<file path="config.mk">
export PLATFORM = sky130hd
export DESIGN_NAME = spi_half_bridge_control
export DESIGN_NICKNAME = d
export VERILOG_FILES = /design/src/core/dead_time_gate.v /design/src/core/spi_half_bridge_control.v
export VERILOG_INCLUDE_DIRS = /design/src /design/src/core
export SDC_FILE = /design/constraint.sdc
export NUM_CORES = 1
export LEC_CHECK = 0
export BUFFER_PORTS_ARGS = -buffer_cell sky130_fd_sc_hd__buf_2
export CAP_MARGIN = 40
export CORE_UTILIZATION = 35
export DETAILED_ROUTE_END_ITERATION = 7
export GPL_ROUTABILITY_DRIVEN = 0
export PLACE_DENSITY = 0.59
export SYNTH_ARGS = -nofsm -noshare
export SYNTH_HDL_FRONTEND = slang
export SYNTH_SLANG_ARGS = --single-unit
</file>
<file path="constraint.sdc">
create_clock -name clk_sys_i -period 2.65 [get_ports clk_sys_i]
set_clock_uncertainty 0.2 [all_clocks]
set_input_delay 0.1325 -clock clk_sys_i [delete_from_list [all_inputs] [get_ports clk_sys_i]]
set_output_delay 0.1325 -clock clk_sys_i [all_outputs]
set_load 0.005 [all_outputs]
</file>
<file path="src/core/hb_ctrl_map.vh">
// register map, field positions, reset values and timing counts of the half-bridge controller
`ifndef HB_CTRL_MAP_VH
`define HB_CTRL_MAP_VH
// register addresses (5-bit header field)
`define ADDR_RESET_STATUS 5'h0f
`define ADDR_BRIDGE_CTRL 5'h0e
`define ADDR_PWM_SELECT 5'h0d
`define ADDR_SYS_STATUS 5'h0c
`define ADDR_BRIDGE_STATUS 5'h0b
`define ADDR_SYS_CTRL 5'h0a
// header byte layout
`define HDR_RW_BIT 7
`define HDR_ADDR_MSB 6
`define HDR_ADDR_LSB 2
`define HDR_PARITY_BIT 1
// reset values
`define BRIDGE_CTRL_RST 16'h0000
`define PWM_SELECT_RST 8'h00
`define SYS_CTRL_RST 8'h00
`define STATUS_RST 8'h00
// field positions
`define HBC_FIRST_BIT 4
`define PWM_SELECT_REG_FIRST_BIT 2
`define SC_OC_SCOPE_BIT 0
`define SS_OC13_BIT 6
`define SS_OC46_BIT 5
`define SS_OT_BIT 2
`define SS_PE_BIT 1
`define RS_EXT_BIT 6
// timing
`define CLK_PERIOD_NS 8
`define DEAD_TIME_NS 1000
`define DEAD_CYC ((`DEAD_TIME_NS + `CLK_PERIOD_NS - 1) / `CLK_PERIOD_NS)
`endif

</file>
<file path="src/core/dead_time_gate.v">
// per-bit turn-on delay: a request rising to 1 reaches the output after the dead time
`timescale 1ns/10ps
`include "hb_ctrl_map.vh"
module dead_time_gate #(
   parameter N = 12,
   parameter DEAD_CYCLES = `DEAD_CYC,
   parameter CW = 12
) (
   input wire clk_sys_i,
   input wire reset_n_i,
   input wire [N-1:0] req_i,
   output reg [N-1:0] out_o
);
   reg [CW-1:0] cnt_ff [0:N-1];
   integer i;

   // turn-off passes at once, turn-on waits so both switches are never on together
   always @(posedge clk_sys_i or negedge reset_n_i) begin
      if (!reset_n_i) begin
         out_o <= {N{1'b0}};
         for (i = 0; i < N; i = i + 1) begin
            cnt_ff[i] <= {CW{1'b0}};
         end
      end else begin
         for (i = 0; i < N; i = i + 1) begin
            if (!req_i[i]) begin
               out_o[i] <= 1'b0;
               cnt_ff[i] <= {CW{1'b0}};
            end else if (!out_o[i]) begin
               if (cnt_ff[i] >= DEAD_CYCLES[CW-1:0] - 1'b1) begin
                  out_o[i] <= 1'b1;
               end else begin
                  cnt_ff[i] <= cnt_ff[i] + 1'b1;
               end
            end
         end
      end
   end
endmodule // dead_time_gate

</file>
<file path="src/core/spi_half_bridge_control.v">
// serial register slave and six-channel half-bridge output control
`timescale 1ns/10ps
`include "hb_ctrl_map.vh"
////////////////////////////////////////////////////////////////////////////////
// Function
// - registers drive outputs only when sleep, inhibit high
// - pwm input drives selected low-side switches
// - inhibit falling clears control and pwm select
// - bridge control and pwm select writes ignored while inhibit low
// - sleep holds low-side outputs as before entry
// - high-side on at sleep entry gives high-z
// - inhibit mode: all outputs off high-z
// - over-current forces affected outputs off while awake; held low sides stay on in sleep
// - scope 0, channels 1-3 clear own bits
// - scope 0, channels 4-6 clear own bits
// - scope 1, any over-current clears everything
// - over-current reported in status registers
// - new turn-on delayed by dead time, except pwm-driven low sides
// - 8-bit units, msb first
// - transfer only while slave select low
// - shift out on rise, sample on fall
// - write header checked for even parity
// - parity error flags and suppresses write
// - good write commits at slave select rise
// - read header gets no parity check
// - serial interface halted while sleep low
// - pair encoding off, low, high; both prohibited
// - write setting both bits keeps the pair
// - overheat blocks bridge control writes
module spi_half_bridge_control #(
   parameter DEAD_CYCLES = `DEAD_CYC
) (
   input wire clk_sys_i,
   input wire reset_n_i,
   input wire sleep_control_pin_i,
   input wire inhibit_pin_i,
   input wire pwm_input_pin_i,
   input wire overheat_i,
   input wire [5:0] overcurrent_i,
   input wire ext_reset_seen_i,
   input wire slave_select_input_n_i,
   input wire serial_clock_input_i,
   input wire serial_data_in_i,
   output reg serial_data_out_o,
   output reg serial_data_out_oe_n_o,
   output reg [5:0] high_side_on_o,
   output reg [5:0] low_side_on_o,
   output reg [5:0] bridge_output_hiz_o
);
   ////////////////////////////////////////////////////////////////////////////
   // input synchronisers
   reg [1:0] slp_s_ff, inh_s_ff, pwm_s_ff, ot_s_ff, ers_s_ff;
   reg [1:0] ss_s_ff, sck_s_ff, sdi_s_ff;
   reg [5:0] oc_a_ff, oc_b_ff;
   reg ss_d_ff, sck_d_ff;

   // two flops on every pin before logic looks at it
   always @(posedge clk_sys_i or negedge reset_n_i) begin
      if (!reset_n_i) begin
         slp_s_ff <= 2'h0;
         inh_s_ff <= 2'h0;
         pwm_s_ff <= 2'h0;
         ot_s_ff <= 2'h0;
         ers_s_ff <= 2'h0;
         ss_s_ff <= 2'h3;
         // serial clock idles high, so reset to that level to avoid a false edge
         sck_s_ff <= 2'h3;
         sdi_s_ff <= 2'h0;
         oc_a_ff <= 6'h00;
         oc_b_ff <= 6'h00;
         ss_d_ff <= 1'b1;
         sck_d_ff <= 1'b1;
      end else begin
         slp_s_ff <= {slp_s_ff[0], sleep_control_pin_i};
         inh_s_ff <= {inh_s_ff[0], inhibit_pin_i};
         pwm_s_ff <= {pwm_s_ff[0], pwm_input_pin_i};
         ot_s_ff <= {ot_s_ff[0], overheat_i};
         ers_s_ff <= {ers_s_ff[0], ext_reset_seen_i};
         ss_s_ff <= {ss_s_ff[0], slave_select_input_n_i};
         sck_s_ff <= {sck_s_ff[0], serial_clock_input_i};
         sdi_s_ff <= {sdi_s_ff[0], serial_data_in_i};
         oc_a_ff <= overcurrent_i;
         oc_b_ff <= oc_a_ff;
         ss_d_ff <= ss_s_ff[1];
         sck_d_ff <= sck_s_ff[1];
      end
   end

   wire slp = slp_s_ff[1];
   wire inhibit_pin = inh_s_ff[1];
   wire ot = ot_s_ff[1];
   wire [5:0] oc = oc_b_ff;
   wire ss_n = ss_s_ff[1];
   wire sck_rise = sck_s_ff[1] & ~sck_d_ff;
   wire sck_fall = ~sck_s_ff[1] & sck_d_ff;
   wire ss_rise = ss_s_ff[1] & ~ss_d_ff;

   ////////////////////////////////////////////////////////////////////////////
   // register storage
   reg [15:0] hbc_ff;
   reg [7:0] pwm_select_reg_ff;
   reg [7:0] sc_ff;
   reg [5:0] hbs_ff;
   reg pe_ff;
   reg ext_rst_ff;

   // serial frame state
   reg [7:0] rx_sr_ff;
   reg [7:0] hdr_ff;
   reg [7:0] d0_ff;
   reg [7:0] d1_ff;
   reg [15:0] tx_sr_ff;
   reg [2:0] bit_cnt_ff;
   reg [1:0] byte_cnt_ff;
   reg par_bad_ff;

   // even parity over r/w and address together with the parity bit
   function par_fail;
      input [7:0] h;
      begin
         par_fail = ^h[`HDR_RW_BIT:`HDR_PARITY_BIT];
      end
   endfunction

   // current value of one register, left justified in 16 bits
   function [15:0] reg_read;
      input [4:0] a;
      input [15:0] bridge_control_reg;
      input [7:0] pwm_select_reg, sc, ss, rs;
      input [5:0] bridge_status_reg;
      begin
         case (a)
            `ADDR_BRIDGE_CTRL: reg_read = bridge_control_reg;
            `ADDR_PWM_SELECT: reg_read = {pwm_select_reg, 8'h00};
            `ADDR_SYS_STATUS: reg_read = {ss, 8'h00};
            `ADDR_BRIDGE_STATUS: reg_read = {2'h0, bridge_status_reg, 8'h00};
            `ADDR_SYS_CTRL: reg_read = {sc, 8'h00};
            `ADDR_RESET_STATUS: reg_read = {rs, 8'h00};
            default: reg_read = 16'h0000;
         endcase
      end
   endfunction

   // bridge control write: a pair asked to set both bits keeps its old value
   function [15:0] hbc_merge;
      input [15:0] old;
      input [15:0] wr;
      integer k;
      begin
         hbc_merge = {wr[15:`HBC_FIRST_BIT], 4'h0};
         for (k = 0; k < 6; k = k + 1) begin
            if (wr[`HBC_FIRST_BIT + 2*k] & wr[`HBC_FIRST_BIT + 2*k + 1]) begin
               hbc_merge[`HBC_FIRST_BIT + 2*k] = old[`HBC_FIRST_BIT + 2*k];
               hbc_merge[`HBC_FIRST_BIT + 2*k + 1] = old[`HBC_FIRST_BIT + 2*k + 1];
            end
         end
      end
   endfunction

   wire oc13 = |hbs_ff[2:0];
   wire oc46 = |hbs_ff[5:3];
   wire [7:0] ss_val;
   assign ss_val = {1'b0, oc13, oc46, 2'h0, ot, pe_ff, 1'b0};
   wire [7:0] rs_val = {1'b0, ext_rst_ff, 6'h00};

   ////////////////////////////////////////////////////////////////////////////
   // serial receive and transmit
   wire [7:0] rx_next = {rx_sr_ff[6:0], sdi_s_ff[1]};
   wire byte_done = sck_fall & (bit_cnt_ff == 3'h7);

   // frame counters and shift registers; asleep or deselected means idle
   always @(posedge clk_sys_i or negedge reset_n_i) begin
      if (!reset_n_i) begin
         rx_sr_ff <= 8'h00;
         hdr_ff <= 8'h00;
         d0_ff <= 8'h00;
         d1_ff <= 8'h00;
         tx_sr_ff <= 16'h0000;
         bit_cnt_ff <= 3'h0;
         byte_cnt_ff <= 2'h0;
         par_bad_ff <= 1'b0;
         serial_data_out_o <= 1'b0;
         serial_data_out_oe_n_o <= 1'b1;
      end else if (!slp || ss_n) begin
         bit_cnt_ff <= 3'h0;
         byte_cnt_ff <= 2'h0;
         serial_data_out_o <= 1'b0;
         serial_data_out_oe_n_o <= 1'b1;
         if (!slp) begin
            hdr_ff <= 8'h00;
         end
      end else begin
         serial_data_out_oe_n_o <= 1'b0;
         if (sck_fall) begin
            rx_sr_ff <= rx_next;
            bit_cnt_ff <= bit_cnt_ff + 3'h1;
         end
         // msb first, eight bits a unit
         if (byte_done) begin
            if (byte_cnt_ff != 2'h3) begin
               byte_cnt_ff <= byte_cnt_ff + 2'h1;
            end
            case (byte_cnt_ff)
               2'h0: begin
                  hdr_ff <= rx_next;
                  par_bad_ff <= rx_next[`HDR_RW_BIT] & par_fail(rx_next);
               end
               2'h1: d0_ff <= rx_next;
               2'h2: d1_ff <= rx_next;
               default: d1_ff <= d1_ff;
            endcase
         end
         // load read data after the header
         if (byte_done && byte_cnt_ff == 2'h0) begin
            tx_sr_ff <= reg_read(rx_next[`HDR_ADDR_MSB:`HDR_ADDR_LSB], hbc_ff, pwm_select_reg_ff,
               sc_ff, ss_val, rs_val, hbs_ff);
         end else if (sck_rise && byte_cnt_ff != 2'h0) begin
            serial_data_out_o <= tx_sr_ff[15];
            tx_sr_ff <= {tx_sr_ff[14:0], 1'b0};
         end
      end
   end

   // commit decision at slave select release
   wire [4:0] w_addr = hdr_ff[`HDR_ADDR_MSB:`HDR_ADDR_LSB];
   wire w_wide = (w_addr == `ADDR_BRIDGE_CTRL);
   wire w_full = w_wide ? (byte_cnt_ff >= 2'h3) : (byte_cnt_ff >= 2'h2);
   // commit only after slave select rise
   wire commit = ss_rise & slp & hdr_ff[`HDR_RW_BIT] & ~par_bad_ff & w_full;
   wire pe_set = byte_done & (byte_cnt_ff == 2'h0) & rx_next[`HDR_RW_BIT] &
      par_fail(rx_next);

   ////////////////////////////////////////////////////////////////////////////
   // control registers
   wire oc_any = |oc;
   wire oc_lo = |oc[2:0];
   wire oc_hi = |oc[5:3];
   wire scope_all = sc_ff[`SC_OC_SCOPE_BIT];
   reg [15:0] hbc_mask;
   reg [7:0] pwm_select_reg_mask;

   // over-current clear masks by channel group
   always @* begin
      hbc_mask = 16'hffff;
      pwm_select_reg_mask = 8'hff;
      if (scope_all && oc_any) begin
         hbc_mask = 16'h0000;
         pwm_select_reg_mask = 8'h00;
      end else if (!scope_all) begin
         if (oc_lo) begin
            hbc_mask[9:4] = 6'h00;
            pwm_select_reg_mask[4:2] = 3'h0;
         end
         if (oc_hi) begin
            hbc_mask[15:10] = 6'h00;
            pwm_select_reg_mask[7:5] = 3'h0;
         end
      end
   end

   wire wr_ok = commit & inhibit_pin & ~ot;

   // clears beat writes; an inhibit or overheat level keeps them clear
   always @(posedge clk_sys_i or negedge reset_n_i) begin
      if (!reset_n_i) begin
         hbc_ff <= `BRIDGE_CTRL_RST;
         pwm_select_reg_ff <= `PWM_SELECT_RST;
         sc_ff <= `SYS_CTRL_RST;
      end else if (!inhibit_pin || ot) begin
         hbc_ff <= `BRIDGE_CTRL_RST;
         pwm_select_reg_ff <= `PWM_SELECT_RST;
         if (commit && w_addr == `ADDR_SYS_CTRL) begin
            sc_ff <= d0_ff;
         end
      end else begin
         if (wr_ok && w_addr == `ADDR_BRIDGE_CTRL) begin
            hbc_ff <= hbc_merge(hbc_ff, {d0_ff, d1_ff}) & hbc_mask;
         end else begin
            hbc_ff <= hbc_ff & hbc_mask;
         end
         if (wr_ok && w_addr == `ADDR_PWM_SELECT) begin
            pwm_select_reg_ff <= {d0_ff[7:2], 2'h0} & pwm_select_reg_mask;
         end else begin
            pwm_select_reg_ff <= pwm_select_reg_ff & pwm_select_reg_mask;
         end
         if (commit && w_addr == `ADDR_SYS_CTRL) begin
            sc_ff <= d0_ff;
         end
      end
   end

   // status flags: hardware set wins over a clearing write of 0
   always @(posedge clk_sys_i or negedge reset_n_i) begin
      if (!reset_n_i) begin
         hbs_ff <= 6'h00;
         pe_ff <= 1'b0;
         ext_rst_ff <= 1'b0;
      end else begin
         if (commit && w_addr == `ADDR_BRIDGE_STATUS) begin
            hbs_ff <= (hbs_ff & d0_ff[5:0]) | oc;
         end else begin
            hbs_ff <= hbs_ff | oc;
         end
         if (pe_set) begin
            pe_ff <= 1'b1;
         end else if (commit && w_addr == `ADDR_SYS_STATUS && !d0_ff[`SS_PE_BIT]) begin
            pe_ff <= 1'b0;
         end
         if (ers_s_ff[1]) begin
            ext_rst_ff <= 1'b1;
         end else if (commit && w_addr == `ADDR_RESET_STATUS && !d0_ff[`RS_EXT_BIT]) begin
            ext_rst_ff <= 1'b0;
         end
      end
   end

   ////////////////////////////////////////////////////////////////////////////
   // output path
   reg [11:0] req;
   integer c;

   always @* begin
      req = 12'h000;
      for (c = 0; c < 6; c = c + 1) begin
         req[2*c+1] = hbc_ff[`HBC_FIRST_BIT + 2*c + 1] & ~hbc_ff[`HBC_FIRST_BIT + 2*c];
         req[2*c] = ~hbc_ff[`HBC_FIRST_BIT + 2*c + 1] & hbc_ff[`HBC_FIRST_BIT + 2*c];
      end
   end

   wire [11:0] gated;

   dead_time_gate #(
      .N(12),
      .DEAD_CYCLES(DEAD_CYCLES),
      .CW(12)
   ) u_dead (
      .clk_sys_i(clk_sys_i),
      .reset_n_i(reset_n_i),
      .req_i(req),
      .out_o(gated)
   );

   reg slp_d_ff;
   integer ch;

   // drive, freeze in sleep, or float in inhibit
   always @(posedge clk_sys_i or negedge reset_n_i) begin
      if (!reset_n_i) begin
         high_side_on_o <= 6'h00;
         low_side_on_o <= 6'h00;
         bridge_output_hiz_o <= 6'h3f;
         slp_d_ff <= 1'b0;
      end else begin
         slp_d_ff <= slp;
         if (!inhibit_pin) begin
            high_side_on_o <= 6'h00;
            low_side_on_o <= 6'h00;
            bridge_output_hiz_o <= 6'h3f;
         end else if (!slp) begin
            if (slp_d_ff) begin
               bridge_output_hiz_o <= bridge_output_hiz_o | high_side_on_o;
               high_side_on_o <= 6'h00;
            end
         end else begin
            // control only when awake and enabled
            for (ch = 0; ch < 6; ch = ch + 1) begin
               high_side_on_o[ch] <= gated[2*ch+1] & ~oc[ch];
               // pwm routed to selected low sides
               low_side_on_o[ch] <= (gated[2*ch] | (pwm_select_reg_ff[`PWM_SELECT_REG_FIRST_BIT + ch] &
                  pwm_s_ff[1] & ~gated[2*ch+1])) & ~oc[ch];
               bridge_output_hiz_o[ch] <= ~(gated[2*ch+1] | gated[2*ch] |
                  pwm_select_reg_ff[`PWM_SELECT_REG_FIRST_BIT + ch]);
            end
         end
      end
   end
endmodule // spi_half_bridge_control

</file>
==> results.json, run 1 <==
{
  "floorplan.initialDensity_pct": 35.6,
  "clock_sinks": 294,
  "finalSetupTns_ns": 0,
  "grt_max_degree": 70,
  "highest_achievable_clock_rate_mhz": 427,
  "number_of_global_route_vias_before_repair": 9137,
  "irDropWorstVdd_mv": 0.641,
  "syn-instance-count": 1187,
  "rsz_0062_raised_after_global_routing": "no",
  "drt-wirelength-per-cell_um": 15.8,
  "min-delay-path-class": "in -> reg",
  "dr_total_vias": 9147,
  "synth-seq-cells": 294,
  "drtAntennaViolNets": 0,
  "clock_tree_from_tritoncts": "built",
  "synth_enable_flop_cells": 0,
  "grt_remaining_overflow": 0,
  "drt_drc_violations_left": 0,
  "detailed_place.area_sq_mm": 0.0139,
  "timing.critical_path.from_type": "flop",
  "cts_resized": 0,
  "async_reset_ff_share_pct": 100,
  "num-fill-cells": 3453,
  "grt_antenna_before_repair": 0,
  "core_area_sq_mm": 0.0367,
  "powerDensity_mw_per_mm2": 647,
  "tightest_slew_ns": 0.645,
  "die_width_um": 195,
  "syn_area_sq_mm": 0.0131,
  "syn_nets": 1233,
  "finish.net_count": 1311,
  "required_ns": 2.92,
  "synth_flop_cell": "dfrtp_1",
  "final-max-slew-violation-count": 0,
  "drive_above_1_share_pct": 15.4,
  "worst_setup_hold_path_clk_slew_ns": 0.06,
  "static-leakage-power_nw": 6.95,
  "clock_insertion_delay_worst_skew_ns": 0.57,
  "sequential_share_of_the_synthesized_area_pct": 56.4,
  "chipHeight_um": 195,
  "report.final.hold_viol_count": 0,
  "io_pins": 36,
  "die-area_sq_mm": 0.0381,
  "cp-end-kind": "flop",
  "port_buffers": 35,
  "placementRows": 70,
  "design_area_sq_mm": 0.0153,
  "cts-htree-levels": 1,
  "n_antenna_cell": 0,
  "cts.path.max_buffers": 3,
  "drt-initial-drc-count": 521,
  "drt_pre_antenna_iters": 5,
  "final-setup-viol-count": 0,
  "route.final.wire_length_um": 27800,
  "yosys_warnings": 0,
  "area.growth.synth_to_final_pct": 17.3,
  "globalRouteTotalUtil_pct": 15.1,
  "root_buffer_selected_by_cts": "clkbuf_16",
  "cts_inserted_buffers": 31,
  "criticalPathCategory": "reg -> reg",
  "largest_driver_fanout_on_the_critical_path": 14,
  "global_route_wire_length_before_repair_um": 47700,
  "yosysUniqueCellTypes": 70,
  "postLayoutCoreUtil_pct": 41.8,
  "period_share_pct": 88.4,
  "detail_route.vias_per_cell": 5.20,
  "run_status": "complete, no violations",
  "cap_violations": 0,
  "syn_area_per_cell_sq_um": 11.0,
  "place_hpwl_um": 19000,
  "slew_headroom_pct": 56.6,
  "finalCriticalPeriod_ns": 2.34,
  "arrival_ns": 2.61
}
-- what timing repair did --
action	4_1_cts	5_1_grt
hold buffers	25	0
setup buffers	0	0
endpoints found under the hold margin	301	0
-- metrics by stage --
step                      hold WS [ns]  power, mW  setup WS (ns)  instances
after floorplan                 -0.363       4.93          0.443       1187
after global placement         -0.0416       5.19          0.417       1675
after detailed placement       -0.0474       5.19          0.329       1675
after CTS                      0.00193       10.1          0.306       1758
after global routing            0.0147       10.3          0.124       1758
final                           0.0183       9.92          0.308       1758
-- state kept, by name, indices dropped and copies added (netlist names), 3 cells and up --
signal	count
oc	6
hbs_ff	6
oc_a_ff	6
high_side_on_o	6
bridge_output_hiz_o	6
u_dead.out_o	12
tx_sr_ff	16
hdr_ff	6
hbc_ff	16
d0_ff	8
low_side_on_o	6
rx_sr_ff	7
d1_ff	4
sc_ff	8
bit_cnt_ff	3
u_dead.cnt_ff	144
pwm_select_reg_ff	8
-- path summary, 6_finish.rpt --
check	cells past startpoint	from	slack, ns	to
min reg2reg	0	oc_a_ff[3]	0.14	oc[3]
min	2	serial_data_in_i	0.02	sdi_s_ff[0]
max reg2reg	7	bit_cnt_ff[0]	0.31	tx_sr_ff[5]
max	7	bit_cnt_ff[0]	0.31	tx_sr_ff[5]
max in group asynchronous	4	reset_n_i	0.97	u_dead.cnt_ff[81]
min in group asynchronous	3	reset_n_i	0.48	rx_sr_ff[1]
-- synthesized netlist by cell type, types with 14 or more instances --
library cell  instances  share of area, %
a211oi_1             15              0.86
a21oi_1              51               2.0
a31o_2               14              0.94
a31oi_1              25               1.2
and2_1               73               3.5
and3_1               20              0.96
clkbuf_1             35               1.0
dfrtp_1             281                54
ha_1                 30               2.9
inv_1                41               1.2
mux2_2               27               2.3
mux2i_1              16               1.2
nand2_1              73               2.1
nand2b_1             24               1.1
nand3_1              33               1.3
nand4_1              14              0.67
nor2_1               99               2.8
nor2b_1              24               1.1
nor3_1               15              0.57
o21ai_0              34               1.3
or3_1                17              0.81
xnor2_1              15               1.0
-- kinds of logic after synthesis --
| logic type | after synthesis | share of synthesized area, % |
|---|---|---|
| compound gates | 244 | 13.2 |
| xor+xnor | 19 | 1.38 |
| fa+ha+maj | 30 | 2.87 |
| flops | 294 | 56.4 |
| mux | 44 | 3.72 |
| simple gates | 472 | 20.0 |
| buf+inv | 84 | 2.45 |
-- report_power, final --
| part | switching (mW) | total (mW) | internal (mW) |
|---|---|---|---|
| combinational | 0.251 | 0.473 | 0.222 |
| clock | 1.84 | 4.79 | 2.95 |
| sequential | 0.105 | 4.66 | 4.55 |
-- critical path, cell delays in order, from the launching register on --
cell and delay (ns):
dfrtp_1 0.38, ha_1 0.16, ha_1 0.24, and4b_1 0.52, o21a_1 0.33, buf_4 0.24
nor2_1 0.05, a31oi_1 0.13
-- placed cells by master (no fill, tap or decap), drive strengths merged, types with 14 or more instances in the layout --
| cell type | count |
|---|---|
| or3 | 17 |
| nor2b | 24 |
| nor3 | 15 |
| nand2 | 73 |
| and2 | 74 |
| mux2i | 16 |
| a31oi | 25 |
| ha | 30 |
| a211oi | 15 |
| nand4 | 14 |
| and3 | 20 |
| dfrtp | 281 |
| clkbuf | 38 |
| dlygate4sd3 | 25 |
| o21ai | 34 |
| nor2 | 100 |
| nand2b | 24 |
| a21oi | 51 |
| inv | 43 |
| mux2 | 27 |
| xnor2 | 15 |
| buf | 62 |
| or4 | 14 |
| a31o | 14 |
| nand3 | 34 |
-- final cells by class --
type | count | area (sq um) | area share [%]
Clock buffer | 38 | 842 | 5.49
Clock inverter | 20 | 304 | 1.98
Inverter | 42 | 158 | 1.03
Multi-Input combinational cell | 809 | 5400 | 35.2
Sequential cell | 294 | 7370 | 48.1
Tap cell | 468 | 586 | 3.82
Timing Repair Buffer | 87 | 676 | 4.41
-- layer usage --
metal	GRT usage (%)	part of all wire (%)	vias up
met2	23.7	45	169
li1	-	-	4403
met4	3.53	1.9	0
met5	0	0	-
met3	2.07	3.5	38
met1	21.9	49	4537
Note: power is estimated with default switching activity, not from simulation.
==> inputs of run 2 (changes only) <==
==> constraint.sdc (replaced) <==
create_clock -name clk_sys_i -period 2.25 [get_ports clk_sys_i]
set_clock_uncertainty 0.2 [all_clocks]
set_input_delay 0.1125 -clock clk_sys_i [delete_from_list [all_inputs] [get_ports clk_sys_i]]
set_output_delay 0.1125 -clock clk_sys_i [all_outputs]
set_load 0.005 [all_outputs]
==> run 2 against run 1 <==
  * Utilization up 0.25 points
  * Cell count grew 0.91%
  * Via count increased by 1.1%
  * Worst hold slack better by 0.020 ns
  * Non-clock buffer count rose by 15
  * Critical path type unchanged
  * Design area rose by 0.60%
  * Largest cell class unchanged
==> results.json, run 2 (synthesized netlist as in run 1, its figures left out) <==
{
  "area.growth.synth_to_final_pct": 18.0,
  "pre_cts_ws_ns": 0.0494,
  "io_pins": 36,
  "worst_setup_hold_path_clk_slew_ns": 0.06,
  "die-area_sq_mm": 0.0381,
  "biggest_registers_after_layout": "u_dead.cnt_ff: 144 flops, hbc_ff: 16 flops, tx_sr_ff: 16 flops",
  "largest_driver_fanout_on_the_critical_path": 3,
  "instances_no_fill": 1774,
  "grt_remaining_overflow": 0,
  "final-setup-viol-count": 0,
  "period_share_pct": 98.8,
  "dr_total_vias": 9248,
  "place_hpwl_um": 19500,
  "port_buffers": 35,
  "min-delay-path-class": "in -> reg",
  "cap_violations": 0,
  "place_inst": 1694,
  "clock_sinks": 294,
  "largest_register_ff_count": 144,
  "slew_headroom_pct": 57.9,
  "tightest_slew_ns": 0.629,
  "cts.path.max_buffers": 3,
  "design_area_sq_mm": 0.0154,
  "drt-wirelength-per-cell_um": 16.3,
  "drive_above_1_share_pct": 16.8,
  "postLayoutCoreUtil_pct": 42.0,
  "route.final.wire_length_um": 28900,
  "report.final.hold_viol_count": 0,
  "grt_antenna_before_repair": 0,
  "n_antenna_cell": 0,
  "drt_drc_violations_left": 0,
  "run_status": "complete, no violations",
  "drtAntennaViolNets": 0,
  "static-leakage-power_nw": 7.01,
  "largest_register": "u_dead.cnt_ff",
  "floorplan.initialDensity_pct": 35.6,
  "layout_common_cells": "dfrtp_1, nor2_1, nand2_1, and2_1, a21oi_1",
  "global_route_wire_length_before_repair_um": 48400,
  "required_ns": 2.48,
  "finish.net_count": 1329,
  "drt_pre_antenna_iters": 5,
  "powerDensity_mw_per_mm2": 727,
  "final-max-slew-violation-count": 0,
  "finalCriticalPeriod_ns": 2.22,
  "worst_slack_ns": 0.0272,
  "arrival_ns": 2.46,
  "die_width_um": 195,
  "timing.critical_path.from_type": "flop",
  "cts-htree-levels": 2,
  "detail_route.vias_per_cell": 5.21,
  "most_frequent_standard_cell_in_the_layout_excluding_fill_and_tap_cells": "dfrtp_1",
  "detailed_place.area_sq_mm": 0.0141,
  "globalRouteTotalUtil_pct": 15.5,
  "clock_insertion_delay_worst_skew_ns": 0.52,
  "core_area_sq_mm": 0.0367,
  "irDropWorstVdd_mv": 0.441,
  "cts_inserted_buffers": 34,
  "criticalPathCategory": "reg -> reg",
  "number_of_global_route_vias_before_repair": 9351,
  "root_buffer_selected_by_cts": "clkbuf_16",
  "drt-initial-drc-count": 495,
  "num-fill-cells": 3421,
  "placementRows": 70,
  "highest_achievable_clock_rate_mhz": 450,
  "grt_max_degree": 56,
  "chipHeight_um": 195,
  "cp-end-kind": "flop",
  "clock_tree_from_tritoncts": "built"
}
run 2: path summary, 6_finish.rpt:
| check | startpoint | to | slack [ns] | cells after the start |
|---|---|---|---|---|
| max | u_dead.cnt_ff[92] | u_dead.cnt_ff[89] | 0.03 | 4 |
| max in group asynchronous | reset_n_i | tx_sr_ff[13] | 0.70 | 3 |
| max reg2reg | u_dead.cnt_ff[92] | u_dead.cnt_ff[89] | 0.03 | 4 |
| min | overcurrent_i[0] | oc_a_ff[0] | 0.04 | 2 |
| min reg2reg | oc_a_ff[4] | oc[4] | 0.14 | 0 |
| min in group asynchronous | reset_n_i | serial_data_out_oe_n_o | 0.08 | 2 |
run 2: repair_timing:
item / 4_1_cts / 5_1_grt
resized for setup: 0 / 8
setup endpoints to repair: 0 / 13
buffers inserted: 0 / 2
endpoints found under the hold margin: 301 / 36
hold buffers: 16 / 2
run 2: stage by stage:
step	hold slack, ns	TNS (ns)	power, mW
after floorplan	-0.383	0	5.81
after global placement	-0.0669	0	6.10
after detailed placement	-0.0714	0	6.10
after CTS	-0.0376	0	11.4
after global routing	0.0406	-0.0258	11.6
final	0.0386	0	11.2
run 2: layout make-up:
| cell class | instances | area, sq um | share of cell area, % |
|---|---|---|---|
| timing repair buffer | 102 | 817 | 5.30 |
| sequential | 294 | 7370 | 47.8 |
| inverter | 42 | 158 | 1.02 |
| multi-input combinational | 809 | 5450 | 35.3 |
| tap | 468 | 586 | 3.80 |
| clock buffer | 51 | 975 | 6.32 |
| clock inverter | 8 | 72.6 | 0.470 |
run 2: routing by layer:
metal	track usage [%]	up-vias	routed length [um]
li1	-	4435	-
met2	24.8	172	13200
met1	21.6	4596	13900
met4	4.17	0	522
met5	0	-	0
met3	2.63	45	1230
run 2: worst max-delay path, cell delays in order (launching register included):
cell     delay, ns
dfrtp_1       0.37
or4_4         0.54
or4_4         0.55
or3_1         0.35
a21oi_1       0.13
run 2: power by group:
part / internal [mW] / switching, mW / total (mW) / leakage, nW
Clock: 3.02 / 2.16 / 5.18 / 0.512
Sequential: 5.36 / 0.0851 / 5.45 / 3.96
Combinational: 0.270 / 0.319 / 0.589 / 2.53
==> inputs of run 3 (changes only) <==
==> constraint.sdc (replaced) <==
create_clock -name clk_sys_i -period 2.4 [get_ports clk_sys_i]
set_clock_uncertainty 0.2 [all_clocks]
set_input_delay 0.12 -clock clk_sys_i [delete_from_list [all_inputs] [get_ports clk_sys_i]]
set_output_delay 0.12 -clock clk_sys_i [all_outputs]
set_load 0.005 [all_outputs]
==> run 3 against run 2 <==
  * Flip-flop and latch count stayed put
  * Wire length is 3.4% lower
  * Via count is 1.9% lower
  * Highest routed layer unchanged
  * Setup slack better by 0.12 ns
  * Maximum frequency is 1.3% lower
  * Design area is 0.56% lower
  * Largest power group unchanged
  * Sequential power is 6.2% lower
  * Utilization is 0.24 points lower
==> results.json, run 3 (synthesized netlist as in run 1, its figures left out) <==
{
  "io_pins": 36,
  "final-max-slew-violation-count": 0,
  "die_width_um": 195,
  "chipHeight_um": 195,
  "instances_no_fill": 1766,
  "drtAntennaViolNets": 0,
  "dr_total_vias": 9074,
  "floorplan.initialDensity_pct": 35.6,
  "globalRouteTotalUtil_pct": 15.0,
  "highest_achievable_clock_rate_mhz": 444,
  "criticalPathCategory": "reg -> reg",
  "global_route_wire_length_before_repair_um": 47400,
  "largest_driver_fanout_on_the_critical_path": 5,
  "area.growth.synth_to_final_pct": 17.3,
  "num-fill-cells": 3453,
  "cts.path.max_buffers": 3,
  "cp-end-kind": "flop",
  "most_frequent_standard_cell_in_the_layout_excluding_fill_and_tap_cells": "dfrtp_1",
  "drt_drc_violations_left": 0,
  "largest_register_ff_count": 144,
  "drive_above_1_share_pct": 15.5,
  "static-leakage-power_nw": 6.97,
  "root_buffer_selected_by_cts": "clkbuf_16",
  "rsz_0062_raised_after_global_routing": "no",
  "required_ns": 2.64,
  "core_area_sq_mm": 0.0367,
  "drt-wirelength-per-cell_um": 15.8,
  "arrival_ns": 2.49,
  "detail_route.vias_per_cell": 5.14,
  "cap_violations": 0,
  "finish.net_count": 1319,
  "final-setup-viol-count": 0,
  "grt_max_degree": 66,
  "grt_remaining_overflow": 0,
  "cts_inserted_buffers": 31,
  "timing.critical_path.from_type": "flop",
  "cts-htree-levels": 1,
  "route.final.wire_length_um": 27900,
  "worst_setup_hold_path_clk_slew_ns": 0.06,
  "finalCriticalPeriod_ns": 2.25,
  "port_buffers": 35,
  "irDropWorstVdd_mv": 0.506,
  "grt_antenna_before_repair": 0,
  "clock_insertion_delay_worst_skew_ns": 0.57,
  "number_of_global_route_vias_before_repair": 9130,
  "place_inst": 1679,
  "report.final.hold_viol_count": 0,
  "clock_sinks": 294,
  "period_share_pct": 93.8,
  "place_hpwl_um": 19200,
  "die-area_sq_mm": 0.0381,
  "layout_common_cells": "dfrtp_1, nor2_1, nand2_1, and2_1, a21oi_1",
  "n_antenna_cell": 0,
  "largest_register": "u_dead.cnt_ff",
  "drt-initial-drc-count": 441,
  "finalSetupTns_ns": 0,
  "run_status": "complete, no violations",
  "min-delay-path-class": "in -> reg",
  "biggest_registers_after_layout": "u_dead.cnt_ff: 144 flops, hbc_ff: 16 flops, tx_sr_ff: 16 flops",
  "powerDensity_mw_per_mm2": 694,
  "tightest_slew_ns": 0.597,
  "clock_tree_from_tritoncts": "built",
  "placementRows": 70,
  "slew_headroom_pct": 60.0,
  "drt_pre_antenna_iters": 5
}
-- run 3: worst paths after layout --
kind	cells after the start	end	slack, ns	from
worst max-delay path	6	tx_sr_ff[10]	0.15	byte_cnt_ff[0]
worst min-delay path	2	sdi_s_ff[0]	0.02	serial_data_in_i
worst max register to register	6	tx_sr_ff[10]	0.15	byte_cnt_ff[0]
worst min register to register	0	pwm_s_ff[1]	0.15	pwm_s_ff[0]
max in group asynchronous	4	bridge_output_hiz_o[2]	0.79	reset_n_i
min in group asynchronous	3	d0_ff[7]	0.44	reset_n_i
-- run 3: final cells by class --
type / count / area, sq um / share of cell area (%)
multi-input combinational: 809 / 5400 / 35.2
inverter: 42 / 158 / 1.03
clock inverter: 10 / 144 / 0.938
tap: 468 / 586 / 3.82
timing repair buffer: 95 / 753 / 4.91
clock buffer: 48 / 930 / 6.06
sequential: 294 / 7370 / 48.1
-- run 3: power by group --
| part | internal (mW) | switching, mW | total (mW) |
|---|---|---|---|
| sequential | 5.03 | 0.0865 | 5.11 |
| combinational | 0.258 | 0.305 | 0.563 |
| clock | 2.99 | 1.99 | 4.98 |
-- run 3: timing repair --
item	CTS	global route
hold endpoints to repair	299	0
setup buffers	0	2
hold buffers	27	0
setup endpoints to repair	0	4
gates resized for setup	0	1
-- run 3: worst max-delay path, stage by stage (launching register included) --
cell and delay (ns):
dfrtp_1 0.40, inv_1 0.08, ha_1 0.24, or4b_2 0.67, a32o_1 0.22, a211oi_1 0.22
a211oi_1 0.10
-- run 3: metal layers --
layer  global-route usage (%)  routed length [um]  vias to the layer above
li1                         -                   -                     4409
met1                     21.4               13700                     4498
met2                     23.6               12500                      126
met3                     2.71                1170                       41
met4                     3.44                 565                        0
met5                        0                   0                        -
-- run 3: stage by stage --
step | hold WS, ns | setup slack, ns | util [%] | power [mW] | area [sq um]
global route | 0.0205 | 0.00944 | 41.8 | 11.0 | 15300
CTS | 0.0163 | 0.124 | 41.8 | 10.8 | 15300
global placement | -0.0780 | 0.177 | 38.1 | 5.73 | 14000
floorplan | -0.376 | 0.193 | - | 5.45 | 13100
finish | 0.0167 | 0.149 | 41.8 | 10.7 | 15300
detailed placement | -0.0795 | 0.123 | 38.1 | 5.74 | 14000
